$ cat config.mk
export PLATFORM = sky130hd
export DESIGN_NAME = plm_top
export DESIGN_NICKNAME = d
export VERILOG_FILES = /design/src/logic/plm_pkg.sv /design/src/logic/plm_sync.sv /design/src/logic/plm_timebase.sv /design/src/logic/plm_top.sv
export SDC_FILE = /design/constraint.sdc
export NUM_CORES = 1
export LEC_CHECK = 0
export BUFFER_PORTS_ARGS = -buffer_cell sky130_fd_sc_hd__buf_4
export CORE_AREA = 2 2 125 127
export DETAILED_ROUTE_END_ITERATION = 8
export DIE_AREA = 0 0 127 129
export PLACE_DENSITY_LB_ADDON = 0.25
export SYNTH_ARGS = -nofsm -noshare
export SYNTH_HDL_FRONTEND = slang
export SYNTH_SLANG_ARGS = --single-unit
$ cat constraint.sdc
create_clock -name aclk -period 4.3 [get_ports aclk]
set_input_delay 0.215 -clock aclk [delete_from_list [all_inputs] [get_ports aclk]]
set_output_delay 0.215 -clock aclk [all_outputs]
set_load 0.01 [all_outputs]
$ cat src/logic/plm_pkg.sv
// Constants, register map and types shared by the pulse length measurement unit.
package plm_pkg;

    // ------------------------------------------------------------------
    // Timing
    // ------------------------------------------------------------------
    localparam int CLK_PERIOD_NS = 10;
    localparam int TICK_PERIOD_NS = 1000;
    localparam int TICK_DIV = (TICK_PERIOD_NS + CLK_PERIOD_NS - 1) / CLK_PERIOD_NS;
    localparam int DONE_PULSE_NS = 1000;
    localparam int DONE_PULSE_CYC = (DONE_PULSE_NS / CLK_PERIOD_NS < 1) ? 1 : DONE_PULSE_NS / CLK_PERIOD_NS;

    // ------------------------------------------------------------------
    // Register offsets
    // ------------------------------------------------------------------
    localparam logic [7:0] OFS_CFG = 8'h00;
    localparam logic [7:0] OFS_RELOAD = 8'h04;
    localparam logic [7:0] OFS_CMD = 8'h08;
    localparam logic [7:0] OFS_STATUS = 8'h0C;
    localparam logic [7:0] OFS_RESULT = 8'h10;
    localparam logic [7:0] OFS_IRQ_STAT = 8'h14;
    localparam logic [7:0] OFS_IRQ_MASK = 8'h18;

    // ------------------------------------------------------------------
    // Field positions and reset values
    // ------------------------------------------------------------------
    localparam int CFG_W = 14;
    localparam int CFG_IN_LSB = 0;
    localparam int CFG_MODE_LSB = 4;
    localparam int CFG_GATE_LSB = 8;
    localparam int CFG_DONE_LSB = 12;
    localparam logic [2:0] MODE_MANUAL = 3'h0;
    localparam logic [2:0] MODE_AUTO = 3'h1;
    localparam int CMD_START_BIT = 0;
    localparam int CMD_ABORT_BIT = 1;
    localparam int STAT_RUN_BIT = 0;
    localparam int STAT_DONE_BIT = 1;
    localparam int STAT_VALID_BIT = 2;
    localparam int STAT_INVALID_BIT = 3;
    localparam int IRQ_W = 2;
    localparam int IRQ_DONE_BIT = 0;
    localparam int IRQ_INVALID_BIT = 1;
    localparam logic [CFG_W-1:0] CFG_RST = 14'h0000;
    localparam logic [15:0] RELOAD_RST = 16'h0000;
    localparam logic [IRQ_W-1:0] IRQ_MASK_RST = 2'h0;
    localparam logic [1:0] RESP_OKAY = 2'h0;
    localparam logic [1:0] RESP_SLVERR = 2'h2;

    // ------------------------------------------------------------------
    // Measurement states
    // ------------------------------------------------------------------
    typedef enum logic [2:0] {
        ST_IDLE = 3'b001,
        ST_ARM = 3'b010,
        ST_MEAS = 3'b100
    } plm_state_t;

endpackage : plm_pkg

$ cat src/logic/plm_sync.sv
// Three-stage pin synchroniser with agreement filter.
`timescale 1ns/1ps
module plm_sync
(
    input wire logic aclk,
    input wire logic aresetn,
    input wire logic pin_in,
    output logic pin_out
);

    logic s1_r;
    logic s2_r;
    logic s3_r;

    // The output follows only when the second and third stages agree.
    always_ff @(posedge aclk)
    begin
        if (!aresetn)
        begin
            s1_r <= 1'b0;
            s2_r <= 1'b0;
            s3_r <= 1'b0;
            pin_out <= 1'b0;
        end
        else
        begin
            s1_r <= pin_in;
            s2_r <= s1_r;
            s3_r <= s2_r;
            if (s2_r == s3_r)
                pin_out <= s3_r;
        end
    end

endmodule : plm_sync

$ cat src/logic/plm_timebase.sv
// Time base: 1 us prescaler and reloadable divider producing time base pulses.
`timescale 1ns/1ps
module plm_timebase
#(
    parameter int CNT_W = 16
)
(
    input wire logic aclk,
    input wire logic aresetn,
    input wire logic restart,
    input wire logic [CNT_W-1:0] reload,
    output logic tb_pulse
);

    localparam int PRE_W = $clog2(plm_pkg::TICK_DIV);
    localparam logic [PRE_W-1:0] PRE_LAST = PRE_W'(plm_pkg::TICK_DIV - 1);

    logic [PRE_W-1:0] pre_r;
    logic [CNT_W-1:0] cnt_r;
    logic tick_w;
    logic wrap_w;

    assign tick_w = (pre_r == PRE_LAST);
    assign wrap_w = tick_w && (cnt_r == reload);

    // [RQ1] 1 us tick
    always_ff @(posedge aclk)
    begin
        if (!aresetn || restart || tick_w)
            pre_r <= '0;
        else
            pre_r <= pre_r + 1'b1;
    end

    // [RQ2] Divide by reload+1
    always_ff @(posedge aclk)
    begin
        if (!aresetn || restart || wrap_w)
            cnt_r <= '0;
        else if (tick_w)
            cnt_r <= cnt_r + 1'b1;
    end

    always_ff @(posedge aclk)
    begin
        if (!aresetn || restart)
            tb_pulse <= 1'b0;
        else
            tb_pulse <= wrap_w;
    end

endmodule : plm_timebase

$ cat src/logic/plm_top.sv
// Pulse length measurement unit with AXI4-Lite register access.
`timescale 1ns/1ps

// Summary of operation
// [RQ1] A 16-bit time base counter runs from a 1 us tick.
// [RQ2] The time base divides that tick by reload plus one.
// [RQ3] Normal polarity counts time base pulses while the input is high.
// [RQ4] Input configuration selects counter and measure polarity; values 2 and 3 count low.
// [RQ5] Mode 1 measures pulse after pulse after one start command.
// [RQ6] Mode 0 measures one pulse; the host starts again for each further one.
// [RQ7] The result is an unsigned 16-bit count, saturating at 65535.
// [RQ8] Gate configuration: static-normal, static-inverted, dynamic-normal, dynamic-inverted.
// [RQ9] Done output configuration: static-normal, static-inverted, dynamic-normal, dynamic-inverted.
// [RQ10] The done output activates at the end of every completed measurement.
// [RQ11] A pollable done flag tells the host the result may be read.
// [RQ12] The result register returns the unscaled count of time base pulses.
// [RQ13] Abort stops a measurement and invalidates it; only start resumes.
// [RQ14] Losing the gate invalidates the measurement; only start resumes.
// [RQ15] The count gate input has no effect on measurement.
// [RQ16] The first active level after start clears the counter and restarts the time base.
module plm_top
#(
    parameter int CNT_W = 16
)
(
    input wire logic aclk,
    input wire logic aresetn,
    input wire logic measure_input,
    input wire logic measure_gate_input,
    input wire logic count_gate_input,
    output logic measure_done_output,
    output logic irq,
    input wire logic [7:0] s_axi_awaddr,
    input wire logic s_axi_awvalid,
    output logic s_axi_awready,
    input wire logic [31:0] s_axi_wdata,
    input wire logic [3:0] s_axi_wstrb,
    input wire logic s_axi_wvalid,
    output logic s_axi_wready,
    output logic [1:0] s_axi_bresp,
    output logic s_axi_bvalid,
    input wire logic s_axi_bready,
    input wire logic [7:0] s_axi_araddr,
    input wire logic s_axi_arvalid,
    output logic s_axi_arready,
    output logic [31:0] s_axi_rdata,
    output logic [1:0] s_axi_rresp,
    output logic s_axi_rvalid,
    input wire logic s_axi_rready
);

    localparam logic [CNT_W-1:0] CNT_MAX = '1;
    localparam int DP_W = $clog2(plm_pkg::DONE_PULSE_CYC + 1);
    localparam logic [DP_W-1:0] DP_LOAD = DP_W'(plm_pkg::DONE_PULSE_CYC);

    // ------------------------------------------------------------------
    // Byte lane merge
    // ------------------------------------------------------------------
    function automatic logic [31:0] lane_merge(input logic [31:0] old_v, input logic [31:0] new_v,
                                               input logic [3:0] strb);
        logic [31:0] res;
        res = old_v;
        for (int i = 0; i < 4; i++)
        begin
            if (strb[i])
                res[i*8 +: 8] = new_v[i*8 +: 8];
        end
        return res;
    endfunction : lane_merge

    // ------------------------------------------------------------------
    // Declarations
    // ------------------------------------------------------------------
    logic aw_have_r;
    logic w_have_r;
    logic [7:0] wr_addr_r;
    logic [31:0] wr_data_r;
    logic [3:0] wr_strb_r;
    logic [plm_pkg::CFG_W-1:0] cfg_r;
    logic [CNT_W-1:0] reload_r;
    logic [plm_pkg::IRQ_W-1:0] irq_stat_r;
    logic [plm_pkg::IRQ_W-1:0] irq_stat_nxt;
    logic [plm_pkg::IRQ_W-1:0] irq_mask_r;
    plm_pkg::plm_state_t st_r;
    plm_pkg::plm_state_t st_nxt;
    logic [CNT_W-1:0] cnt_r;
    logic [CNT_W-1:0] result_r;
    logic done_flag_r;
    logic done_flag_nxt;
    logic valid_r;
    logic invalid_r;
    logic gate_arm_r;
    logic gate_prev_r;
    logic done_act_r;
    logic [DP_W-1:0] dp_cnt_r;
    logic meas_sync;
    logic gate_sync;
    logic tb_pulse;

    // ------------------------------------------------------------------
    // Decode and selection
    // ------------------------------------------------------------------
    wire wr_fire = aw_have_r && w_have_r && !s_axi_bvalid;
    wire aw_hs = s_axi_awvalid && s_axi_awready;
    wire w_hs = s_axi_wvalid && s_axi_wready;
    wire ar_hs = s_axi_arvalid && s_axi_arready;
    wire wsel_cfg = (wr_addr_r == plm_pkg::OFS_CFG);
    wire wsel_reload = (wr_addr_r == plm_pkg::OFS_RELOAD);
    wire wsel_cmd = (wr_addr_r == plm_pkg::OFS_CMD);
    wire wsel_istat = (wr_addr_r == plm_pkg::OFS_IRQ_STAT);
    wire wsel_imask = (wr_addr_r == plm_pkg::OFS_IRQ_MASK);
    wire wsel_status = (wr_addr_r == plm_pkg::OFS_STATUS);
    wire wsel_result = (wr_addr_r == plm_pkg::OFS_RESULT);
    wire wr_mapped = wsel_cfg || wsel_reload || wsel_cmd || wsel_istat || wsel_imask || wsel_status || wsel_result;
    wire cmd_start = wr_fire && wsel_cmd && wr_strb_r[0] && wr_data_r[plm_pkg::CMD_START_BIT];
    wire cmd_abort = wr_fire && wsel_cmd && wr_strb_r[0] && wr_data_r[plm_pkg::CMD_ABORT_BIT];
    wire [31:0] cfg_merge = lane_merge(32'(cfg_r), wr_data_r, wr_strb_r);
    wire [31:0] reload_merge = lane_merge(32'(reload_r), wr_data_r, wr_strb_r);
    wire [31:0] imask_merge = lane_merge(32'(irq_mask_r), wr_data_r, wr_strb_r);
    wire [plm_pkg::IRQ_W-1:0] irq_w1c = (wr_fire && wsel_istat && wr_strb_r[0])
                                        ? wr_data_r[plm_pkg::IRQ_W-1:0] : '0;

    wire rsel_cfg = (s_axi_araddr == plm_pkg::OFS_CFG);
    wire rsel_reload = (s_axi_araddr == plm_pkg::OFS_RELOAD);
    wire rsel_cmd = (s_axi_araddr == plm_pkg::OFS_CMD);
    wire rsel_status = (s_axi_araddr == plm_pkg::OFS_STATUS);
    wire rsel_result = (s_axi_araddr == plm_pkg::OFS_RESULT);
    wire rsel_istat = (s_axi_araddr == plm_pkg::OFS_IRQ_STAT);
    wire rsel_imask = (s_axi_araddr == plm_pkg::OFS_IRQ_MASK);
    wire rd_mapped = rsel_cfg || rsel_reload || rsel_cmd || rsel_status || rsel_result || rsel_istat || rsel_imask;
    // [RQ11] Pollable status
    wire [31:0] status_word = 32'({invalid_r, valid_r, done_flag_r, (st_r != plm_pkg::ST_IDLE)});
    // [RQ12] Raw unscaled count
    wire [31:0] rd_word = rsel_cfg ? 32'(cfg_r) :
                          rsel_reload ? 32'(reload_r) :
                          rsel_status ? status_word :
                          rsel_result ? 32'(result_r) :
                          rsel_istat ? 32'(irq_stat_r) :
                          rsel_imask ? 32'(irq_mask_r) : 32'h0000_0000;
    wire rd_result = ar_hs && rsel_result;

    // Configuration fields.
    wire [1:0] in_cfg = cfg_r[plm_pkg::CFG_IN_LSB +: 2];
    wire [2:0] mode_cfg = cfg_r[plm_pkg::CFG_MODE_LSB +: 3];
    wire [1:0] gate_cfg = cfg_r[plm_pkg::CFG_GATE_LSB +: 2];
    wire [1:0] done_cfg = cfg_r[plm_pkg::CFG_DONE_LSB +: 2];

    // [RQ3] Measured level; [RQ4] bit 1 of the input field inverts it.
    wire meas_act = meas_sync ^ in_cfg[1];
    // [RQ8] Gate: bit 0 inverts, bit 1 selects edge-armed behaviour.
    wire gate_lvl = gate_sync ^ gate_cfg[0];
    wire gate_ok = gate_cfg[1] ? gate_arm_r : gate_lvl;
    // [RQ14] Gate loss while running
    wire gate_lost = (st_r != plm_pkg::ST_IDLE) && !gate_ok;
    // [RQ13] Abort or gate loss ends the run as invalid.
    wire run_kill = (st_r != plm_pkg::ST_IDLE) && (cmd_abort || gate_lost);
    // [RQ16] Counter clear and time base restart at first active level.
    wire begin_meas = (st_r == plm_pkg::ST_ARM) && !run_kill && !cmd_start && gate_ok && meas_act;
    wire finish = (st_r == plm_pkg::ST_MEAS) && !run_kill && !cmd_start && !meas_act;

    // ------------------------------------------------------------------
    // Input synchronisers and time base
    // ------------------------------------------------------------------
    plm_sync u_meas_sync
    (
        .aclk(aclk),
        .aresetn(aresetn),
        .pin_in(measure_input),
        .pin_out(meas_sync)
    );

    plm_sync u_gate_sync
    (
        .aclk(aclk),
        .aresetn(aresetn),
        .pin_in(measure_gate_input),
        .pin_out(gate_sync)
    );

    // [RQ15] The count gate input is deliberately left unused here.
    wire unused_count_gate = count_gate_input;

    plm_timebase #(
        .CNT_W(CNT_W)
    ) u_timebase
    (
        .aclk(aclk),
        .aresetn(aresetn),
        .restart(begin_meas),
        .reload(reload_r),
        .tb_pulse(tb_pulse)
    );

    // ------------------------------------------------------------------
    // AXI4-Lite write channel
    // ------------------------------------------------------------------
    always_ff @(posedge aclk)
    begin
        if (!aresetn)
        begin
            aw_have_r <= 1'b0;
            w_have_r <= 1'b0;
            s_axi_awready <= 1'b1;
            s_axi_wready <= 1'b1;
            s_axi_bvalid <= 1'b0;
            s_axi_bresp <= plm_pkg::RESP_OKAY;
            wr_addr_r <= 8'h00;
            wr_data_r <= 32'h0000_0000;
            wr_strb_r <= 4'h0;
        end
        else
        begin
            if (aw_hs)
            begin
                aw_have_r <= 1'b1;
                s_axi_awready <= 1'b0;
                wr_addr_r <= s_axi_awaddr;
            end
            if (w_hs)
            begin
                w_have_r <= 1'b1;
                s_axi_wready <= 1'b0;
                wr_data_r <= s_axi_wdata;
                wr_strb_r <= s_axi_wstrb;
            end
            if (wr_fire)
            begin
                aw_have_r <= 1'b0;
                w_have_r <= 1'b0;
                s_axi_bvalid <= 1'b1;
                s_axi_bresp <= wr_mapped ? plm_pkg::RESP_OKAY : plm_pkg::RESP_SLVERR;
            end
            if (s_axi_bvalid && s_axi_bready)
            begin
                s_axi_bvalid <= 1'b0;
                s_axi_awready <= 1'b1;
                s_axi_wready <= 1'b1;
            end
        end
    end

    // ------------------------------------------------------------------
    // AXI4-Lite read channel
    // ------------------------------------------------------------------
    always_ff @(posedge aclk)
    begin
        if (!aresetn)
        begin
            s_axi_arready <= 1'b1;
            s_axi_rvalid <= 1'b0;
            s_axi_rdata <= 32'h0000_0000;
            s_axi_rresp <= plm_pkg::RESP_OKAY;
        end
        else if (ar_hs)
        begin
            s_axi_arready <= 1'b0;
            s_axi_rvalid <= 1'b1;
            s_axi_rdata <= rd_word;
            s_axi_rresp <= rd_mapped ? plm_pkg::RESP_OKAY : plm_pkg::RESP_SLVERR;
        end
        else if (s_axi_rvalid && s_axi_rready)
        begin
            s_axi_rvalid <= 1'b0;
            s_axi_arready <= 1'b1;
        end
    end

    // ------------------------------------------------------------------
    // Configuration registers
    // ------------------------------------------------------------------
    always_ff @(posedge aclk)
    begin
        if (!aresetn)
        begin
            cfg_r <= plm_pkg::CFG_RST;
            reload_r <= plm_pkg::RELOAD_RST;
            irq_mask_r <= plm_pkg::IRQ_MASK_RST;
        end
        else if (wr_fire)
        begin
            if (wsel_cfg)
                cfg_r <= cfg_merge[plm_pkg::CFG_W-1:0];
            // [RQ2] Reload value 0 to 65535
            if (wsel_reload)
                reload_r <= reload_merge[CNT_W-1:0];
            if (wsel_imask)
                irq_mask_r <= imask_merge[plm_pkg::IRQ_W-1:0];
        end
    end

    // ------------------------------------------------------------------
    // Measurement state machine
    // ------------------------------------------------------------------
    always_comb
    begin
        st_nxt = st_r;
        case (st_r)
            plm_pkg::ST_IDLE:
                if (cmd_start && !cmd_abort)
                    st_nxt = plm_pkg::ST_ARM;
            plm_pkg::ST_ARM:
                if (run_kill)
                    st_nxt = plm_pkg::ST_IDLE;
                else if (begin_meas)
                    st_nxt = plm_pkg::ST_MEAS;
            plm_pkg::ST_MEAS:
                if (run_kill)
                    st_nxt = plm_pkg::ST_IDLE;
                else if (cmd_start)
                    st_nxt = plm_pkg::ST_ARM;
                // [RQ5] Automatic mode re-arms
                else if (finish && mode_cfg == plm_pkg::MODE_AUTO)
                    st_nxt = plm_pkg::ST_ARM;
                // [RQ6] Manual mode stops after one pulse
                else if (finish)
                    st_nxt = plm_pkg::ST_IDLE;
            default:
                st_nxt = plm_pkg::ST_IDLE;
        endcase
    end

    always_ff @(posedge aclk)
    begin
        if (!aresetn)
            st_r <= plm_pkg::ST_IDLE;
        else
            st_r <= st_nxt;
    end

    // [RQ7] Saturating 16-bit counter of time base pulses
    always_ff @(posedge aclk)
    begin
        if (!aresetn || begin_meas)
            cnt_r <= '0;
        else if (st_r == plm_pkg::ST_MEAS && tb_pulse && cnt_r != CNT_MAX)
            cnt_r <= cnt_r + 1'b1;
    end

    // Result capture and validity.
    always_ff @(posedge aclk)
    begin
        if (!aresetn)
        begin
            result_r <= '0;
            valid_r <= 1'b0;
            invalid_r <= 1'b0;
        end
        else if (run_kill)
        begin
            valid_r <= 1'b0;
            invalid_r <= 1'b1;
        end
        else if (finish)
        begin
            result_r <= cnt_r;
            valid_r <= 1'b1;
        end
        else if (cmd_start)
        begin
            valid_r <= 1'b0;
            invalid_r <= 1'b0;
        end
    end

    // [RQ11] Done flag: set wins over clear by result read; start blocks the set and clears.
    assign done_flag_nxt = finish || (done_flag_r && !(cmd_start || rd_result));

    // [RQ8] Edge-armed gate capture
    always_ff @(posedge aclk)
    begin
        if (!aresetn)
        begin
            done_flag_r <= 1'b0;
            gate_prev_r <= 1'b0;
            gate_arm_r <= 1'b0;
        end
        else
        begin
            done_flag_r <= done_flag_nxt;
            gate_prev_r <= gate_lvl;
            if (cmd_abort)
                gate_arm_r <= 1'b0;
            else if (gate_lvl && !gate_prev_r)
                gate_arm_r <= 1'b1;
        end
    end

    // ------------------------------------------------------------------
    // Done output
    // ------------------------------------------------------------------
    // [RQ10] Activate at each completion; [RQ9] static holds, dynamic pulses.
    always_ff @(posedge aclk)
    begin
        if (!aresetn)
        begin
            done_act_r <= 1'b0;
            dp_cnt_r <= '0;
        end
        else if (finish)
        begin
            done_act_r <= 1'b1;
            dp_cnt_r <= done_cfg[1] ? DP_LOAD : '0;
        end
        else if (done_cfg[1])
        begin
            if (dp_cnt_r != '0)
                dp_cnt_r <= dp_cnt_r - 1'b1;
            done_act_r <= (dp_cnt_r > DP_W'(1));
        end
        else if (cmd_start || run_kill)
            done_act_r <= 1'b0;
    end

    // [RQ9] Output polarity
    always_ff @(posedge aclk)
    begin
        if (!aresetn)
            measure_done_output <= 1'b0;
        else
            measure_done_output <= done_act_r ^ done_cfg[0];
    end

    // ------------------------------------------------------------------
    // Interrupts
    // ------------------------------------------------------------------
    assign irq_stat_nxt = {run_kill, finish} | (irq_stat_r & ~irq_w1c);

    always_ff @(posedge aclk)
    begin
        if (!aresetn)
        begin
            irq_stat_r <= '0;
            irq <= 1'b0;
        end
        else
        begin
            irq_stat_r <= irq_stat_nxt;
            irq <= |(irq_stat_nxt & irq_mask_r);
        end
    end

endmodule : plm_top
# Word-level counts from Yosys, hierarchy flattened
# Index checks and enable logic that the tools add are counted.
# totals
n_memories	0
rom_bits	0
latch_bits	0
reg_bits	185
ramBits	0
input_bits	62
# op_classes
n_bitwise	9
n_reduce_logical	81
shift	0
multipliers	0
div_mod_pow	0
eq_ne	26
muxes	33
n_lt_le_gt_ge	1
addsub	4
# ops
operator	n
16-bit two-way mux	4
8-bit by 5-bit equality test with 1-bit output (second input constant)	6
16-bit by 1-bit adder with 16-bit output (second input constant)	2
8-bit by 4-bit equality test with 1-bit output (second input constant)	4
1-bit logical AND	30
7-bit two-way mux	4
3-bit two-way mux	7
1-bit logical OR	19
3-bit AND reduction	6
16-bit equality test	1
8-bit by 3-bit equality test with 1-bit output (second input constant)	2
8-bit logical NOT	2
16-bit != test (second input constant)	1
1-bit two-way mux	12
2-bit two-way mux	5
2-bit nonzero test	5
2-bit OR reduction	5
1-bit logical NOT	9
3-bit case mux with 3 select lines	1
7-bit by 1-bit adder with 7-bit output (second input constant)	1
7-bit equality test (second input constant)	1
7-bit by 1-bit > comparator with 1-bit output (second input constant)	1
7-bit nonzero test	1
7-bit by 1-bit subtractor with 7-bit output (second input constant)	1
15 further kinds	24

# Depth between registers and ports, before layout
# logic_depth
ltp_word	16
ltp_mapped	8

# Hierarchy
# A second synthesis with hierarchy kept.
# unflattened
hier_cells	840
area_unflattened_um2	7344.5
# modules_own_cells
mod	seq_area_each_um2	cells_per_inst	area_each_um2	n_inst
plm_top	2702.6	681	5845.6	1
plm_timebase	480.5	139	1266.2	1
plm_sync	80.1	10	116.4	2

# Worst setup path after synthesis
# No wires, ideal clock.
# synth_timing
kind	reg-to-reg
start	register u_timebase.pre_r[0]
end	register u_timebase.cnt_r[11]
arrival_time_ns	1.659
setup_ns	0.130
setup_slack_ns	2.510
path_stages_with_launch	7
synth_period_minus_slack_ns	1.790
n_path_buf	0
path_cell_list	dfxtp_1 -> ha_1 -> nor2b_1 -> nand3_2 -> or4b_1 -> xor2_1 -> nor3_2
# synth_via
elab_chain_len	3
# synth_lines
element	line	text
start, declared	plm_timebase.sv:18	logic [PRE_W-1:0] pre_r;
start signal, assigned	plm_timebase.sv:32	pre_r <= pre_r + 1'b1;
7-bit equality test *	plm_timebase.sv:23	assign tick_w = (pre_r == PRE_LAST);
1-bit logical AND	plm_timebase.sv:24	assign wrap_w = tick_w && (cnt_r == reload);
1-bit logical OR	plm_timebase.sv:38	if (!aresetn || restart || wrap_w)
end signal, assigned	plm_timebase.sv:41	cnt_r <= cnt_r + 1'b1;
end, declared	plm_timebase.sv:19	logic [CNT_W-1:0] cnt_r;
# Mark *: on every way between the ends. The rest lies on a longest branch, timed or not.
# A chain may end at the register's enable or synchronous reset.

# Worst setup path after layout
# layout_timing
start	register u_timebase.pre_r[0]
end	register u_timebase.cnt_r[10]
# Same word-level chain as after synthesis.

==> key figures <==
Die
  • IO Pins: 105
  • Initial Utilization: 49.3%
  • Row count: 45
  • CORE AREA: 15000 um^2
  • Die H: 129 um
  • Die W: 127 um
  • Die Area: 16400 um^2

Drt
  • Residual DRC: 0
  • Final ANT Viol Nets: 0
  • Avg WL per Cell: 16.3 um
  • DRT Pass-1 Iters: 6
  • Via count: 5955
  • Iteration-0 DRC Markers: 366
  • Post-Route WL: 17.4 mm
  • Vias per inst: 5.55

Synth
  • Post-synth top area share: 45.3%
  • Synth async-reset ratio: 0%
  • Predominant post-synthesis flop cell: dfxtp_1
  • Synth cell types: 68
  • Post-synthesis sequential area ratio: 45.3%
  • Synth Register Bits: 167
  • Synth Cell Area: 7390 um^2
  • Area leader, netlist: dfxtp_1
  • Post-synth EDFFs: 0
  • Syn Area/Cell: 8.92 um^2
  • Largest cells by area after synthesis: dfxtp_1, mux2i_1, nor2_1, nand2_1, a21oi_1
  • Yosys warnings: 0
  • Mapped Cells: 828

Hold path
  • Hold WC Path Type: in -> reg

Pwr
  • Tot Pwr: 3.37 mW
  • Max VDD drop: 0.251 mV
  • Leak: 3.19 nW
  • Power per Cell Area: 397 nW/um^2

Timing
  • Final setup viols: 0
  • Skew final: 6.16 ps
  • Max-slew violations: 0
  • Slew margin rel.: 26.4%
  • Final hold vios: 0
  • Final min period: 2390 ps
  • TNS Setup: 0 ps
  • Unrepaired setup endpoints after global routing: no
  • Worst Max-Slew Pin Slew: 1100 ps
  • Setup ws final: 1910 ps
  • Final period utilization: 55.6%
  • Fmax: 418 MHz
  • Fin Hold WS: 32.2 ps

Clock network
  • Setup bufs post-CTS: 0
  • Max clock buf depth: 2
  • Clock latency on the worst-skew pair: 430 ps
  • Clock root cell: clkbuf_16
  • CTS buffer count: 17
  • Reg clk slew, reported paths: 60 ps
  • Clk sink count: 167
  • CTS tree: built
  • # H-tree levels: 4

Placed design
  • Cells after DPL: 1040
  • Number of port buffers: 67
  • Post-DP HPWL: 11.9 mm
  • Post-place setup slack: 1920 ps
  • Placed instance area: 7850 um^2
  • Routability congestion estimate: 0.855

Critical path
  • Crit-path max FO: 17
  • CP required: 4560 ps
  • Worst path arrival time: 2660 ps
  • Worst R2R Setup Slack: 1910 ps
  • Setup CP Type: reg -> reg
  • Critical path startpoint category: flip-flop
  • Setup crit end kind: flip-flop

Final layout
  • Nets: 941
  • Utilization after layout: 56.6%
  • Most common cell after layout, fill and taps aside: dfxtp_1
  • Area Growth Syn to Fin: 14.7%
  • Inserted Diodes: 0
  • Non-filler cells, final: 1073
  • Final Instance Area: 8470 um^2
  • Layout cell share with drive strength beyond 1: 14.2%
  • Most frequent cells in the layout: dfxtp_1, nor2_1, nand2_1

Run status
  • Status: finished, final reports clean

Global routing
  • Pin count of the biggest net entering global routing: 72
  • Vias in the first global route: 5661
  • Grt ovf: 0
  • Number of antenna violations at the first check in global routing: 0
  • First-pass GRT wire length: 28.7 mm
  • All-Layer GR Usage: 22.4%

Flow run
  • Max capacitance violation total: 0
## report_power, final
group	switching (mW)	internal, mW	total [mW]	leakage [nW]
registers	0.0357	1.59	1.62	1.36
clock network	0.593	0.948	1.54	0.291
logic	0.118	0.0860	0.204	1.55
total	0.746	2.62	3.37	3.19
## flip-flops by register name, summed over array words and instances (netlist names), 7 cells and up
| register | flops |
|---|---|
| s_axi_rdata | 16 |
| reload_r | 16 |
| u_timebase.cnt_r | 16 |
| wr_data_r | 16 |
| wr_addr_r | 8 |
| dp_cnt_r | 7 |
| u_timebase.pre_r | 7 |
| cfg_r | 14 |
| result_r | 16 |
| cnt_r | 16 |
## cell families (layout without fill, tap and decap cells)
| group | Yosys count | in the layout | synth area share (%) |
|---|---|---|---|
| multiplexers | 47 | 47 | 6.39 |
| XOR/XNOR | 54 | 54 | 6.40 |
| AND/OR/NAND/NOR | 352 | 352 | 24.4 |
| flip-flops | 167 | 167 | 45.3 |
| AO/OA/AOI/OAI | 124 | 124 | 10.9 |
| buffers and inverters | 78 | 118 | 5.74 |
| other | 1 | 18 | 0.0508 |
| adder cells (fa/ha/maj) | 5 | 5 | 0.847 |
## worst max-delay path, stage by stage, from the launching register on
cell     delay [ps]
dfxtp_1         350
ha_1            200
nor2b_1         350
nand2_1         270
nor3_2          930
nor3_1          120
## timing repair
item	in CTS	in global routing
gates resized for setup	0	0
hold endpoints to repair	3	0
hold buffers	3	0
## path summary, 6_finish.rpt
path,cells past startpoint,startpoint,endpoint
worst min register to register,1,u_gate_sync.s1_r$_SDFF_PN0_,u_gate_sync.s2_r$_SDFF_PN0_
worst min-delay path,3,s_axi_wdata[0],wr_data_r[0]$_SDFFE_PN0P_
worst max register to register,5,u_timebase.pre_r[0]$_SDFF_PP0_,u_timebase.cnt_r[10]$_SDFFE_PP0P_
worst max-delay path,5,u_timebase.pre_r[0]$_SDFF_PP0_,u_timebase.cnt_r[10]$_SDFFE_PP0P_
## cells in the mapped netlist, types with 6 or more instances
cell and n:
a21oi_1 54, nor2b_1 7, nor3b_1 6, mux2i_1 46, nand3_1 26, nand2_1 94, buf_2 13, a211oi_1 13
nor2_1 99, nand2b_1 6, xor2_1 30, nand3b_1 6, a222oi_1 10, dfxtp_1 167, and2_1 11, clkbuf_1 18
inv_1 14, nor3_1 32, xnor2_1 24, nand4_1 11, buf_4 20, o211ai_1 6, nor4_1 8, and3_1 6
o21ai_0 14
## area by class of cell
class	instances	area, um^2
clock inverters	9	125
well taps	188	235
flip-flops and latches	167	3340
inverters	15	57.6
repair buffers	73	556
multi-input cells	600	3680
fillers	1388	6510
clock buffers	21	470
## per-layer routing
metal | vias up | share of wire (%) | track usage (%)
li1 | 2962 | - | -
met1 | 2823 | 47 | 29.5
met3 | 27 | 4.6 | 4.41
met5 | - | 0 | 0
met2 | 143 | 46 | 35.9
met4 | 0 | 2.7 | 9.83
(Power assumes the default switching activity.)
